[src/inc/fp_pair_pkg.sv]
// Shared types and constants for the paired single-precision datapath
package fp_pair_pkg;

	// -----------------------------------------------------------------
	// Register format layout
	// -----------------------------------------------------------------
	// One floating-point register: sign, 17-bit exponent, 64-bit significand
	typedef struct packed {
		logic sign; // Sign bit
		logic [16:0] exponent; // Biased exponent
		logic [63:0] significand; // Explicit-integer significand
	} float_register_type;

	// Biased exponent of two to the 63rd, used for all paired results
	localparam logic [16:0] INTEGER_EXP = 17'h1_003E;
	// Exponent marking infinities and NaNs in register format
	localparam logic [16:0] SPECIAL_EXP = 17'h1_FFFF;
	// Register bias minus single bias (0xFFFF - 0x7F)
	localparam logic [16:0] BIAS_SHIFT = 17'h0_FF80;
	// Single-precision all-ones exponent
	localparam logic [7:0] SINGLE_SPECIAL_EXP = 8'hFF;
	// Positive sign value
	localparam logic SIGN_POSITIVE = 1'b0;
	// Not-a-thing marker value
	localparam float_register_type NATVAL = '{sign: 1'b0, exponent: 17'h1_FFFE,
		significand: 64'h0000_0000_0000_0000};
	// Value of the result register after reset
	localparam float_register_type RESULT_RESET = '{sign: 1'b0, exponent: 17'h0_0000,
		significand: 64'h0000_0000_0000_0000};

	// -----------------------------------------------------------------
	// Field positions inside a single and inside the significand
	// -----------------------------------------------------------------
	localparam int HI_LSB = 32; // Low bit of the high half
	localparam int SGL_SIGN = 31; // Sign bit of a single
	localparam int SGL_QUIET = 22; // Quiet bit of a single NaN
	localparam int REG_FRAC_MSB = 62; // Top fraction bit of a register
	localparam int REG_FRAC_LSB = 40; // Lowest fraction bit kept by a single

	// -----------------------------------------------------------------
	// Operations and relations
	// -----------------------------------------------------------------
	typedef enum logic [2:0] {
		OP_ABS = 3'h0, // Paired absolute value
		OP_PACK = 3'h1, // Pack two registers into singles
		OP_AMAX = 3'h2, // Paired absolute maximum
		OP_AMIN = 3'h3, // Paired absolute minimum
		OP_CMP = 3'h4 // Paired compare
	} op_type;

	// Bit 2 complements the base relation in bits 1:0
	typedef enum logic [2:0] {
		REL_EQ = 3'h0,
		REL_LT = 3'h1,
		REL_LE = 3'h2,
		REL_UNORD = 3'h3,
		REL_NEQ = 3'h4,
		REL_NLT = 3'h5,
		REL_NLE = 3'h6,
		REL_ORD = 3'h7
	} relation_type;

	// -----------------------------------------------------------------
	// Request and exception carriers
	// -----------------------------------------------------------------
	typedef struct packed {
		logic valid; // Operation issued this cycle
		op_type op; // Operation
		relation_type relation; // Compare relation
		logic qualifying_predicate; // Instruction predicate
		float_register_type first; // First source register
		float_register_type second; // Second source register
	} fp_request_type;

	typedef struct packed {
		logic invalid; // Invalid operation
		logic denormal; // Denormal or unnormal operand
		logic assist_fault; // Software-assist fault
	} fp_exception_type;

endpackage

[src/design/paired_single_fp_unit.sv]
// Paired single-precision absolute, pack, min/max and compare datapath
//
// Contract
// - Absolute value clears both half signs
// - Paired results get integer exponent, positive
// - Any NaT source that is read gives NaT result; abs reads only the second
// - Pack converts both sources to singles
// - Max picks first only on larger magnitude
// - Min picks first only on smaller magnitude
// - NaN halves in max/min return second
// - Max/min invalid like less-than compare
// - Max/min raise only invalid and denormal exceptions
// - Compare both halves on selected relation
// - Four relations plus their complements
// - Quiet NaN invalid only for ordering relations
`timescale 1ns/1ns
`default_nettype none
module paired_single_fp_unit (
	input wire logic clk, // Core clock, 10 MHz
	input wire logic rst_b, // Asynchronous reset, active low
	input wire fp_pair_pkg::fp_request_type request, // Decoded operation
	output fp_pair_pkg::float_register_type result, // Destination value
	output logic result_valid, // One cycle after each request
	output logic write_enable, // Destination is to be written
	output fp_pair_pkg::fp_exception_type exceptions // Raised exceptions
);
	import fp_pair_pkg::*;

	// -----------------------------------------------------------------
	// Operand decode
	// -----------------------------------------------------------------
	logic nat_source; // A source is the NaT marker
	logic issue; // Request with true predicate
	logic [31:0] pack_hi; // Converted first source
	logic [31:0] pack_lo; // Converted second source
	logic [31:0] lane_hi; // High lane result
	logic [31:0] lane_lo; // Low lane result
	logic inv_hi, inv_lo; // Lane invalid flags
	logic den_hi, den_lo; // Lane denormal flags
	float_register_type next_result; // Value for the destination
	fp_exception_type next_exceptions; // Exceptions for this request

	// Either source holding the marker forces it out; abs reads only the second
	assign nat_source = (request.second == NATVAL) || (request.op != OP_ABS && request.first == NATVAL);
	assign issue = request.valid && request.qualifying_predicate;

	// -----------------------------------------------------------------
	// Pack converters
	// -----------------------------------------------------------------
	// first source converted
	pack_single u_pack_hi (
		.value(request.first),
		.single(pack_hi)
	);

	pack_single u_pack_lo (
		.value(request.second),
		.single(pack_lo)
	);

	// -----------------------------------------------------------------
	// Paired lanes
	// -----------------------------------------------------------------
	// high half evaluated alone
	pair_lane u_lane_hi (
		.op(request.op),
		.relation(request.relation),
		.first(request.first.significand[63:HI_LSB]),
		.second(request.second.significand[63:HI_LSB]),
		.result(lane_hi),
		.invalid(inv_hi),
		.denormal(den_hi)
	);

	pair_lane u_lane_lo (
		.op(request.op),
		.relation(request.relation),
		.first(request.first.significand[HI_LSB-1:0]),
		.second(request.second.significand[HI_LSB-1:0]),
		.result(lane_lo),
		.invalid(inv_lo),
		.denormal(den_lo)
	);

	// -----------------------------------------------------------------
	// Result assembly
	// -----------------------------------------------------------------
	// Chooses the destination value for a request
	always_comb begin
		next_result.sign = SIGN_POSITIVE;
		next_result.exponent = INTEGER_EXP;
		next_result.significand = {lane_hi, lane_lo};
		if (request.op == OP_PACK) begin
			next_result.significand = {pack_hi, pack_lo};
		end
		if (nat_source) begin
			next_result = NATVAL;
		end
	end

	// Exceptions for a request that computes
	always_comb begin
		next_exceptions = '0;
		if (request.op != OP_PACK && request.op != OP_ABS) begin
			next_exceptions.invalid = inv_hi || inv_lo;
			next_exceptions.denormal = den_hi || den_lo;
		end
		// Assist fault is never requested by this datapath
		next_exceptions.assist_fault = 1'b0;
	end

	// -----------------------------------------------------------------
	// Destination register
	// -----------------------------------------------------------------
	// Holds the last written value
	always_ff @(posedge clk or negedge rst_b) begin
		if (!rst_b) begin
			result <= RESULT_RESET;
		end else if (issue) begin
			result <= next_result;
		end
	end

	// Completion strobes
	always_ff @(posedge clk or negedge rst_b) begin
		if (!rst_b) begin
			result_valid <= 1'b0;
			write_enable <= 1'b0;
		end else begin
			result_valid <= request.valid;
			write_enable <= issue;
		end
	end

	// Exception report
	always_ff @(posedge clk or negedge rst_b) begin
		if (!rst_b) begin
			exceptions <= '0;
		end else if (issue && !nat_source) begin
			exceptions <= next_exceptions;
		end else begin
			exceptions <= '0;
		end
	end

	// -----------------------------------------------------------------
	// Checks
	// -----------------------------------------------------------------
	// Source classes recomputed apart from the lanes
	logic [127:0] src_halves; // First high, first low, second high, second low
	logic [3:0] nan_half; // Half holds a NaN
	logic [3:0] snan_half; // Half holds a signalling NaN

	assign src_halves = {request.first.significand, request.second.significand};

	// One class test per half
	for (genvar g = 0; g < 4; g++) begin : g_class
		assign nan_half[g] = (src_halves[32*g+30 -: 8] == SINGLE_SPECIAL_EXP) &&
			(src_halves[32*g+22 -: 23] != 23'h00_0000);
		assign snan_half[g] = nan_half[g] && !src_halves[32*g+SGL_QUIET];
	end

	a_abs_signs: assert property (@(posedge clk) disable iff (!rst_b)
		issue && !nat_source && request.op == OP_ABS |=>
		result.significand == {1'b0, $past(request.second.significand[62:32]),
		1'b0, $past(request.second.significand[30:0])})
		else $error("abs halves wrong");

	// exponent and sign of paired results
	a_integer_exp: assert property (@(posedge clk) disable iff (!rst_b)
		issue && !nat_source |=>
		write_enable && result.exponent == INTEGER_EXP && result.sign == SIGN_POSITIVE)
		else $error("paired exponent or sign wrong");

	a_natval_out: assert property (@(posedge clk) disable iff (!rst_b)
		issue && nat_source |=> result == NATVAL && exceptions == '0)
		else $error("NaT not propagated");

	// converted halves land in the significand
	a_pack_halves: assert property (@(posedge clk) disable iff (!rst_b)
		issue && !nat_source && request.op == OP_PACK |=>
		result.significand[63:32] == $past(pack_hi) && result.significand[31:0] == $past(pack_lo))
		else $error("pack order wrong");

	a_pack_quiet: assert property (@(posedge clk) disable iff (!rst_b)
		request.valid && request.op == OP_PACK |=> exceptions == '0)
		else $error("pack raised exception");

	// maximum picks first on strict magnitude lead
	a_amax_pick: assert property (@(posedge clk) disable iff (!rst_b)
		issue && !nat_source && request.op == OP_AMAX &&
		request.second.significand[62:32] < request.first.significand[62:32] &&
		!nan_half[3] && !nan_half[1] |=> result.significand[63:32] == $past(request.first.significand[63:32]))
		else $error("amax high half wrong");

	// minimum picks first on strict magnitude deficit
	a_amin_pick: assert property (@(posedge clk) disable iff (!rst_b)
		issue && !nat_source && request.op == OP_AMIN &&
		request.first.significand[30:0] < request.second.significand[30:0] &&
		!nan_half[2] && !nan_half[0] |=> result.significand[31:0] == $past(request.first.significand[31:0]))
		else $error("amin low half wrong");

	// NaN half answers with second source
	a_nan_second: assert property (@(posedge clk) disable iff (!rst_b)
		issue && !nat_source && (request.op == OP_AMAX || request.op == OP_AMIN) &&
		(nan_half[2] || nan_half[0]) |=> result.significand[31:0] == $past(request.second.significand[31:0]) &&
		exceptions.invalid)
		else $error("NaN half not second source");

	// max and min signal like less-than
	a_minmax_invalid: assert property (@(posedge clk) disable iff (!rst_b)
		issue && !nat_source && (request.op == OP_AMAX || request.op == OP_AMIN) |=>
		exceptions.invalid == $past(|nan_half) && !exceptions.assist_fault)
		else $error("minmax invalid mismatch");

	a_cmp_masks: assert property (@(posedge clk) disable iff (!rst_b)
		issue && !nat_source && request.op == OP_CMP |=>
		(result.significand[63:32] == 32'hFFFF_FFFF || result.significand[63:32] == 32'h0000_0000) &&
		(result.significand[31:0] == 32'hFFFF_FFFF || result.significand[31:0] == 32'h0000_0000))
		else $error("compare mask not uniform");

	a_cmp_complement: assert property (@(posedge clk) disable iff (!rst_b)
		issue && !nat_source && request.op == OP_CMP && request.relation == REL_UNORD
		##1 request.valid && request.qualifying_predicate && request.op == OP_CMP &&
		request.relation == REL_ORD && $stable(request.first) && $stable(request.second) |=>
		result.significand == ~$past(result.significand))
		else $error("complement relation not inverted");

	// quiet compare relations ignore quiet NaN
	a_quiet_relation: assert property (@(posedge clk) disable iff (!rst_b)
		issue && !nat_source && request.op == OP_CMP && request.relation[1:0] != 2'h1 &&
		request.relation[1:0] != 2'h2 |=> exceptions.invalid == $past(|snan_half))
		else $error("quiet relation invalid mismatch");

	a_pred_hold: assert property (@(posedge clk) disable iff (!rst_b)
		request.valid && !request.qualifying_predicate |=>
		result_valid && !write_enable && $stable(result) && exceptions == '0)
		else $error("false predicate changed state");

	// -----------------------------------------------------------------
	// Strobe, pack, max and exception checks
	// -----------------------------------------------------------------
	// strobes follow the request
	a_strobes: assert property (@(posedge clk) disable iff (!rst_b)
		1'b1 |=> result_valid == $past(request.valid) &&
		write_enable == $past(request.valid && request.qualifying_predicate))
		else $error("completion strobes wrong");

	a_idle_quiet: assert property (@(posedge clk) disable iff (!rst_b)
		!issue |=> $stable(result) && exceptions == '0)
		else $error("idle cycle changed state");

	a_order_invalid: assert property (@(posedge clk) disable iff (!rst_b)
		issue && !nat_source && request.op == OP_CMP &&
		(request.relation[1:0] == 2'h1 || request.relation[1:0] == 2'h2) |=>
		exceptions.invalid == $past(|nan_half))
		else $error("ordering relation invalid mismatch");

	a_pack_signs: assert property (@(posedge clk) disable iff (!rst_b)
		issue && !nat_source && request.op == OP_PACK |=>
		result.significand[63] == $past(request.first.sign) &&
		result.significand[31] == $past(request.second.sign))
		else $error("pack sign lost");

	a_pack_special: assert property (@(posedge clk) disable iff (!rst_b)
		issue && !nat_source && request.op == OP_PACK && request.first.exponent == SPECIAL_EXP |=>
		result.significand[62:55] == SINGLE_SPECIAL_EXP)
		else $error("pack special exponent wrong");

	a_amax_other: assert property (@(posedge clk) disable iff (!rst_b)
		issue && !nat_source && request.op == OP_AMAX &&
		!(request.second.significand[62:32] < request.first.significand[62:32]) |=>
		result.significand[63:32] == $past(request.second.significand[63:32]))
		else $error("amax second half not kept");

	a_abs_silent: assert property (@(posedge clk) disable iff (!rst_b)
		request.valid && request.op == OP_ABS |=> exceptions == '0)
		else $error("abs raised exception");

endmodule
`default_nettype wire

[src/design/pack_single.sv]
// Register-format to single-precision memory-format converter
`timescale 1ns/1ns
`default_nettype none
module pack_single (
	input wire fp_pair_pkg::float_register_type value, // Register-format source
	output logic [31:0] single // Single memory format
);
	import fp_pair_pkg::*;

	logic [7:0] exp_field; // Converted exponent
	logic [16:0] rebased; // Exponent moved to single bias

	// -----------------------------------------------------------------
	// Bit mapping without rounding, so nothing is ever signalled
	// -----------------------------------------------------------------
	assign rebased = value.exponent - BIAS_SHIFT;

	// Exponent selection by class
	always_comb begin
		if (value.exponent == SPECIAL_EXP) begin
			// Infinity or NaN
			exp_field = SINGLE_SPECIAL_EXP;
		end else if (!value.significand[63]) begin
			// Zero or denormal has no integer bit
			exp_field = 8'h00;
		end else begin
			exp_field = rebased[7:0];
		end
	end

	assign single = {value.sign, exp_field, value.significand[REG_FRAC_MSB:REG_FRAC_LSB]};
endmodule
`default_nettype wire

[src/design/pair_lane.sv]
// One 32-bit half of the paired datapath
`timescale 1ns/1ns
`default_nettype none
module pair_lane (
	input wire fp_pair_pkg::op_type op, // Operation
	input wire fp_pair_pkg::relation_type relation, // Compare relation
	input wire logic [31:0] first, // First source half
	input wire logic [31:0] second, // Second source half
	output logic [31:0] result, // Result half
	output logic invalid, // Invalid operation
	output logic denormal // Denormal operand
);
	import fp_pair_pkg::*;

	logic nan_a, nan_b, snan, unord; // NaN classes
	logic zero_both, den_any; // Zero and denormal classes
	logic mag_a_lt, mag_b_lt; // Magnitude order
	logic less, equal, base, holds; // Relations
	logic ordering; // Relation orders its operands

	// -----------------------------------------------------------------
	// Operand classes
	// -----------------------------------------------------------------
	assign nan_a = (first[30:23] == SINGLE_SPECIAL_EXP) && (first[22:0] != 23'h00_0000);
	assign nan_b = (second[30:23] == SINGLE_SPECIAL_EXP) && (second[22:0] != 23'h00_0000);
	assign snan = (nan_a && !first[SGL_QUIET]) || (nan_b && !second[SGL_QUIET]);
	assign unord = nan_a || nan_b;
	assign zero_both = (first[30:0] == 31'h0000_0000) && (second[30:0] == 31'h0000_0000);
	assign den_any = ((first[30:23] == 8'h00) && (first[22:0] != 23'h00_0000))
		|| ((second[30:23] == 8'h00) && (second[22:0] != 23'h00_0000));
	assign mag_a_lt = first[30:0] < second[30:0];
	assign mag_b_lt = second[30:0] < first[30:0];

	// Signed less and equal, false when unordered
	always_comb begin
		if (unord || zero_both) begin
			less = 1'b0;
		end else if (first[SGL_SIGN] != second[SGL_SIGN]) begin
			less = first[SGL_SIGN];
		end else begin
			less = first[SGL_SIGN] ? mag_b_lt : mag_a_lt;
		end
	end
	assign equal = !unord && ((first == second) || zero_both);

	// four relations, complemented
	// Base relation; bit 2 complements it
	always_comb begin
		case (relation[1:0])
			2'h0: base = equal;
			2'h1: base = less;
			2'h2: base = less || equal;
			2'h3: base = unord;
			default: base = 1'b0;
		endcase
	end
	assign holds = base ^ relation[2];
	assign ordering = (relation[1:0] == 2'h1) || (relation[1:0] == 2'h2);

	// -----------------------------------------------------------------
	// Result and exception selection
	// -----------------------------------------------------------------
	always_comb begin
		result = second;
		invalid = 1'b0;
		denormal = 1'b0;
		case (op)
			OP_ABS: result = {SIGN_POSITIVE, second[30:0]};
			OP_AMAX: begin
				result = (!unord && mag_b_lt) ? first : second;
				invalid = unord;
				denormal = den_any && !unord;
			end
			OP_AMIN: begin
				result = (!unord && mag_a_lt) ? first : second;
				invalid = unord;
				denormal = den_any && !unord;
			end
			OP_CMP: begin
				result = holds ? 32'hFFFF_FFFF : 32'h0000_0000;
				invalid = snan || (ordering && unord);
				denormal = den_any && !unord;
			end
			default: result = second;
		endcase
	end
endmodule
`default_nettype wire

[config.mk]
export PLATFORM = sky130hd
export DESIGN_NAME = paired_single_fp_unit
export DESIGN_NICKNAME = d
export VERILOG_FILES = /design/src/inc/fp_pair_pkg.sv /design/src/design/paired_single_fp_unit.sv /design/src/design/pack_single.sv /design/src/design/pair_lane.sv
export SDC_FILE = /design/constraint.sdc
export NUM_CORES = 1
export LEC_CHECK = 0
export CAP_MARGIN = 20
export CORE_UTILIZATION = 55
export DETAILED_ROUTE_END_ITERATION = 8
export DONT_BUFFER_PORTS = 1
export GPL_TIMING_DRIVEN = 0
export MAX_ROUTING_LAYER = met4
export PLACE_DENSITY = 0.76
export SLEW_MARGIN = 20
export SYNTH_ARGS = -nofsm -noshare
export SYNTH_HDL_FRONTEND = slang
export SYNTH_SLANG_ARGS = --single-unit
[constraint.sdc]
create_clock -name clk -period 2.61 [get_ports clk]
set_clock_uncertainty 0.1 [all_clocks]
set_input_delay 0.261 -clock clk [delete_from_list [all_inputs] [get_ports clk]]
set_output_delay 0.261 -clock clk [all_outputs]
set_load 0.02 [all_outputs]
======== Yosys cells after proc, flatten, opt, wreduce, memory -nomap -nowiden ========
Cells that the tools add are included.
storage, ports and cells
  flip-flop bits (word level) ............. 87
  input bits .............................. 174
  word-level logic and storage cells ...... 134
operators by class
  add/subtract/negate cells ............... 2
  order comparisons ....................... 4
  equality and inequality tests ........... 20
  mux-type cells .......................... 28
  bitwise operators ....................... 2
  reductions and logical operators ........ 70
operators with widths
  cell                                             number
  case mux 32 bit (4 select lines)                 2
  two-way mux 32 bit                               6
  == test 82 x 81 -> 1 bit, second input constant  2
  zero test 31 bit                                 4
  less-than comparator 31 bit                      4
  nonzero test 23 bit                              4
  two-way mux 80 bit                               1
  == test 32 bit                                   2
  two-way mux 64 bit                               1
  == test 17 bit, second input constant            2
  == test 8 bit, second input constant             4
  zero test 8 bit                                  4
  two-way mux 8 bit                                4
  logical AND 1 bit                                28
  logical OR 1 bit                                 18
  subtractor 8 bit, second input constant          2
  two-way mux 1 bit                                8
  case mux 1 bit (4 select lines)                  2
  zero test 1 bit                                  7
  == test 3 x 2 -> 1 bit, second input constant    2
  == test 2 bit, second input constant             2
  case mux 1 bit (2 select lines)                  2
  == test 3 x 1 -> 1 bit, second input constant    1
  == test 3 bit, second input constant             1
  11 further kinds                                 13

======== Logic depth before layout (Yosys ltp) ========
  depth in word-level cells ............... 12
  gate-level depth with buffers ........... 13

======== By module ========
From an unflattened synthesis, not the netlist that was laid out.
unflattened totals
  cells, all modules ...................... 1,102
  area, all modules ....................... 8,793.4 µm²
modules (own cells, without submodules)
  module                 times used  cells each  area an instance (µm²)  sequential area each (µm²)
  paired_single_fp_unit  1           377         3,886.2                 1,751.7
  pair_lane (u_lane_lo)  1           308         2,160.8                 0.0
  pair_lane (u_lane_hi)  1           321         2,128.3                 0.0
  pack_single            2           48          309.0                   0.0

======== Least setup slack after synthesis ========
OpenSTA, ideal clock, no wires.
  kind .................................... in2reg
  start point ............................. input request[14] (netlist bit)
  end point ............................... register result[24] (netlist bit)
  library setup time ...................... 0.128 ns
  arrival time ............................ 2.574 ns
  required time ........................... 2.382 ns
  path slack .............................. -0.192 ns
  stages .................................. 12
  path through ............................ inv_1 ha_1 nand4_1 or4_4 nor3_4 o22a_2 nand3_1 a31o_1 mux2_4 buf_6 o211ai_2 nand3_1
between the ends
  longest elaborated chain between the ends .. 12
  elaborated cells on any way between the ends .. 28
  classes of those cells .................. 2 x order compare; 2 x eq/ne; 10 x mux; 1 x bitwise; 13 x reduce/logical
RTL lines
  element                                                               line                          text
  start, declared                                                       paired_single_fp_unit.sv:21   input wire fp_pair_pkg::fp_request_type request,
  branches (longest 11 deep; another with less-than comparator 31 bit)  -
  two-way mux 80 bit *                                                  paired_single_fp_unit.sv:96   if (nat_source) begin
  end signal, assigned                                                  paired_single_fp_unit.sv:120  result <= next_result;
  end, declared                                                         paired_single_fp_unit.sv:22   output fp_pair_pkg::float_register_type result,
Every way passes the cells marked *.
A chain may end at the register's enable or synchronous reset.

======== Worst setup path after layout ========
  start point ............................. input request[48] (netlist bit)
  end point ............................... register result[62] (netlist bit)
The elaborated chain is that of the path after synthesis.

==> metrics.cfg <==
[drt]
via_count = 7709
wl_per_cell_um = 23.7
initialDrtViolationCount = 802
wl_met2_um = 12100
routed-wl-met3_um = 3090
m1WireLength_um = 10200
wirelength_um = 26800
dr.pass1.iters = 7
drc = 0
highest_layer = met4
via_per_inst = 6.83
ant_nets = 0

[placement]
dp_hpwl_um = 20700
place_area_um2 = 7690
gp_congestion = 0.982
io_buffers = 0

[synthesis]
netlist_area_um2 = 7080
ys_ff_latch = 70
ys_seq_area_share_pct = 24.7
yosys_warnings = 0
synth-main-ff-cell = dfrtp_1
synth_area_leaders = dfrtp_1, ha_1, o21ai_0
synthTopCellsByCount = nand2_1, o21ai_0, inv_1, dfrtp_1, ha_1
yosysUniqueCellTypes = 64
synth_area_leader_cell = dfrtp_1
syn_inst = 921
synth_top_area_share_pct = 24.7
syn_area_per_cell_um2 = 7.69
synth_edf_count = 0
async_flop_share_pct = 100
synth.most_common_cell = nand2_1

[cells_and_area]
design_area_um2 = 8670
diodes = 0
nets = 1192
drive_gt1_share_pct = 19.4
fill_cells = 1040
syn_to_final_growth_pct = 22.5

[clock_network]
cts.sinks = 70
cts_buffer_depth = 2
cts_buffers = 9
htree_levels = 3
cts_tree = built
clock_latency_ns = 0.35
root_buffer = clkbuf_16
path_clk_slew_ns = 0.06

[hold_path]
hp-class = in -> reg

[critical_path]
cp_common_cell = buf_6
cp_data_arrival_time_ns = 2.82
startpoint_type = input port
cp_max_fo = 7
cp.required_ns = 2.75
path_cells = inv_1, ha_4, nand4_1, nor4_4, nand2_2, a22o_1, a32oi_1, buf_6, buf_6, mux2i_4, a31oi_1, a21o_1
crit_family = compound AO/OA/AOI/OAI gates
critPathSlowestCell = nor4_4
path_class = in -> reg
slowest_delay_ns = 0.47
endpoint_kind = flip-flop
crit_buf_inv = 3

[pwr]
ir_drop_mv = 0.320
p_per_area_nw_per_um2 = 484
power_mw = 4.19
p_leak_nw = 3.59

[global_routing]
grt_usage_pct = 39.7
antenna_found_initial = 0
grt_pass1_wl_um = 38800
grt_max_degree = 71
grt_overflow_total = 0
grt_pass1_vias = 7117

[sta]
rsz0062_at_grt = yes
hold_ws_ns = -0.00240
max-slew-margin-rel_pct = 54.5
setup_violations = 36
drv_slew = 0
fin_crit_ns = 2.68
clock.fmax_mhz = 373
fin_ws_ns = -0.0686
hold_viol_final = 2
worst_pin_slew_ns = 0.683
post-route-period-util_pct = 103

[floorplanning]
die_h_um = 115
fp.dieW_um = 115
start_util_pct = 56.3
ios = 261
design.core.area_um2 = 12600
floorplan.rows = 41
dieArea_um2 = 13300

[status]
violations = hold timing, setup timing
outcome = complete, but fails checks

[job]
max_cap_viol_count = 0

==> stage by stage <==
stage | instances | TNS, ns | setup slack, ns | hold WS [ns] | util (%)
global placement | 1095 | -41.75 | -0.905 | -0.132 | 61.2
global route | 1129 | -6.52 | -0.169 | 0.00694 | 69.0
floorplan | 923 | -1.12 | -0.0622 | -0.135 | -
finish | 1129 | -0.869 | -0.0686 | -0.00240 | 69.0
detailed placement | 1095 | -44.19 | -0.926 | -0.133 | 61.2
CTS | 1118 | 0 | 0.000715 | 0.00167 | 65.4
==> metal layers <==
layer / up-vias / track usage (%)
met2: 470 / 60.8
met4: 0 / 17.1
li1: 3520 / -
met5: - / -
met3: 104 / 12.9
met1: 3615 / 47.9
==> area by class of cell <==
class	count	area (um2)	share of cell area (%)
buffer	70	445	5.13
clock buffer	13	270	3.12
clock inverter	3	65.1	0.750
inverter	71	325	3.75
multi-input combinational	712	5390	62.1
sequential	70	1750	20.2
tap	172	215	2.48
timing repair buffer	18	214	2.47
==> cell families (layout without fill, tap and decap cells) <==
| group | after synthesis | after routing | share of synthesized area (%) |
|---|---|---|---|
| xor+xnor | 2 | 2 | 0.247 |
| fa+ha+maj | 66 | 66 | 11.7 |
| mux | 30 | 30 | 4.33 |
| other cells | 1 | 3 | 0.0530 |
| simple gates | 293 | 293 | 21.0 |
| compound gates | 318 | 318 | 29.0 |
| buf+inv | 141 | 175 | 9.01 |
| flops | 70 | 70 | 24.7 |
==> cell usage in the layout, fill, tap and decap left out, types with 34 or more instances in the layout <==
cell,instances
nor2_1,40
inv_1,46
dfrtp_1,70
nand3_1,42
ha_1,34
o21ai_0,78
o211ai_1,35
nand2_1,91
a21oi_1,47
o21ai_1,45
==> state kept, by name, summed over array words and instances (netlist names) <==
signal,count
result_valid,1
result,66
exceptions,2
write_enable,1
==> power by group <==
group	leakage, nW	switching, mW	internal [mW]	total [mW]
sequential	0.855	0.385	1.26	1.65
combinational	2.57	0.631	0.510	1.14
clock	0.166	0.490	0.914	1.40
==> worst register-to-register path, cell delays in order, from the launching register on <==
cell,delay [ns]
dfrtp_1,0.50
a222oi_1,0.27
a32oi_1,0.14
==> repair_timing <==
action,4_1_cts,5_1_grt
endpoints found under the setup margin,63,64
hold endpoints to repair,72,0
cloned,0,2
hold buffers,4,0
buffers inserted,3,9
pin swaps,4,30
gates resized for setup,26,79
==> final timing paths <==
| path | startpoint | endpoint | slack [ns] | cells past startpoint |
|---|---|---|---|---|
| setup / recovery | request[48] | result[62]$_DFFE_PN0P_ | -0.07 | 12 |
| hold / removal | request[82] | result[0]$_DFFE_PN0P_ | -0.002 | 2 |
| setup reg to reg | result[34]$_DFFE_PN0P_ | result[34]$_DFFE_PN0P_ | 1.47 | 2 |
| hold reg to reg | result[28]$_DFFE_PN0P_ | result[28]$_DFFE_PN0P_ | 0.52 | 2 |
| max in group asynchronous | rst_b | result[30]$_DFFE_PN0P_ | 1.75 | 2 |
| min in group asynchronous | rst_b | result[47]$_DFFE_PN0P_ | 0.36 | 2 |
(Power assumes the default switching activity.)
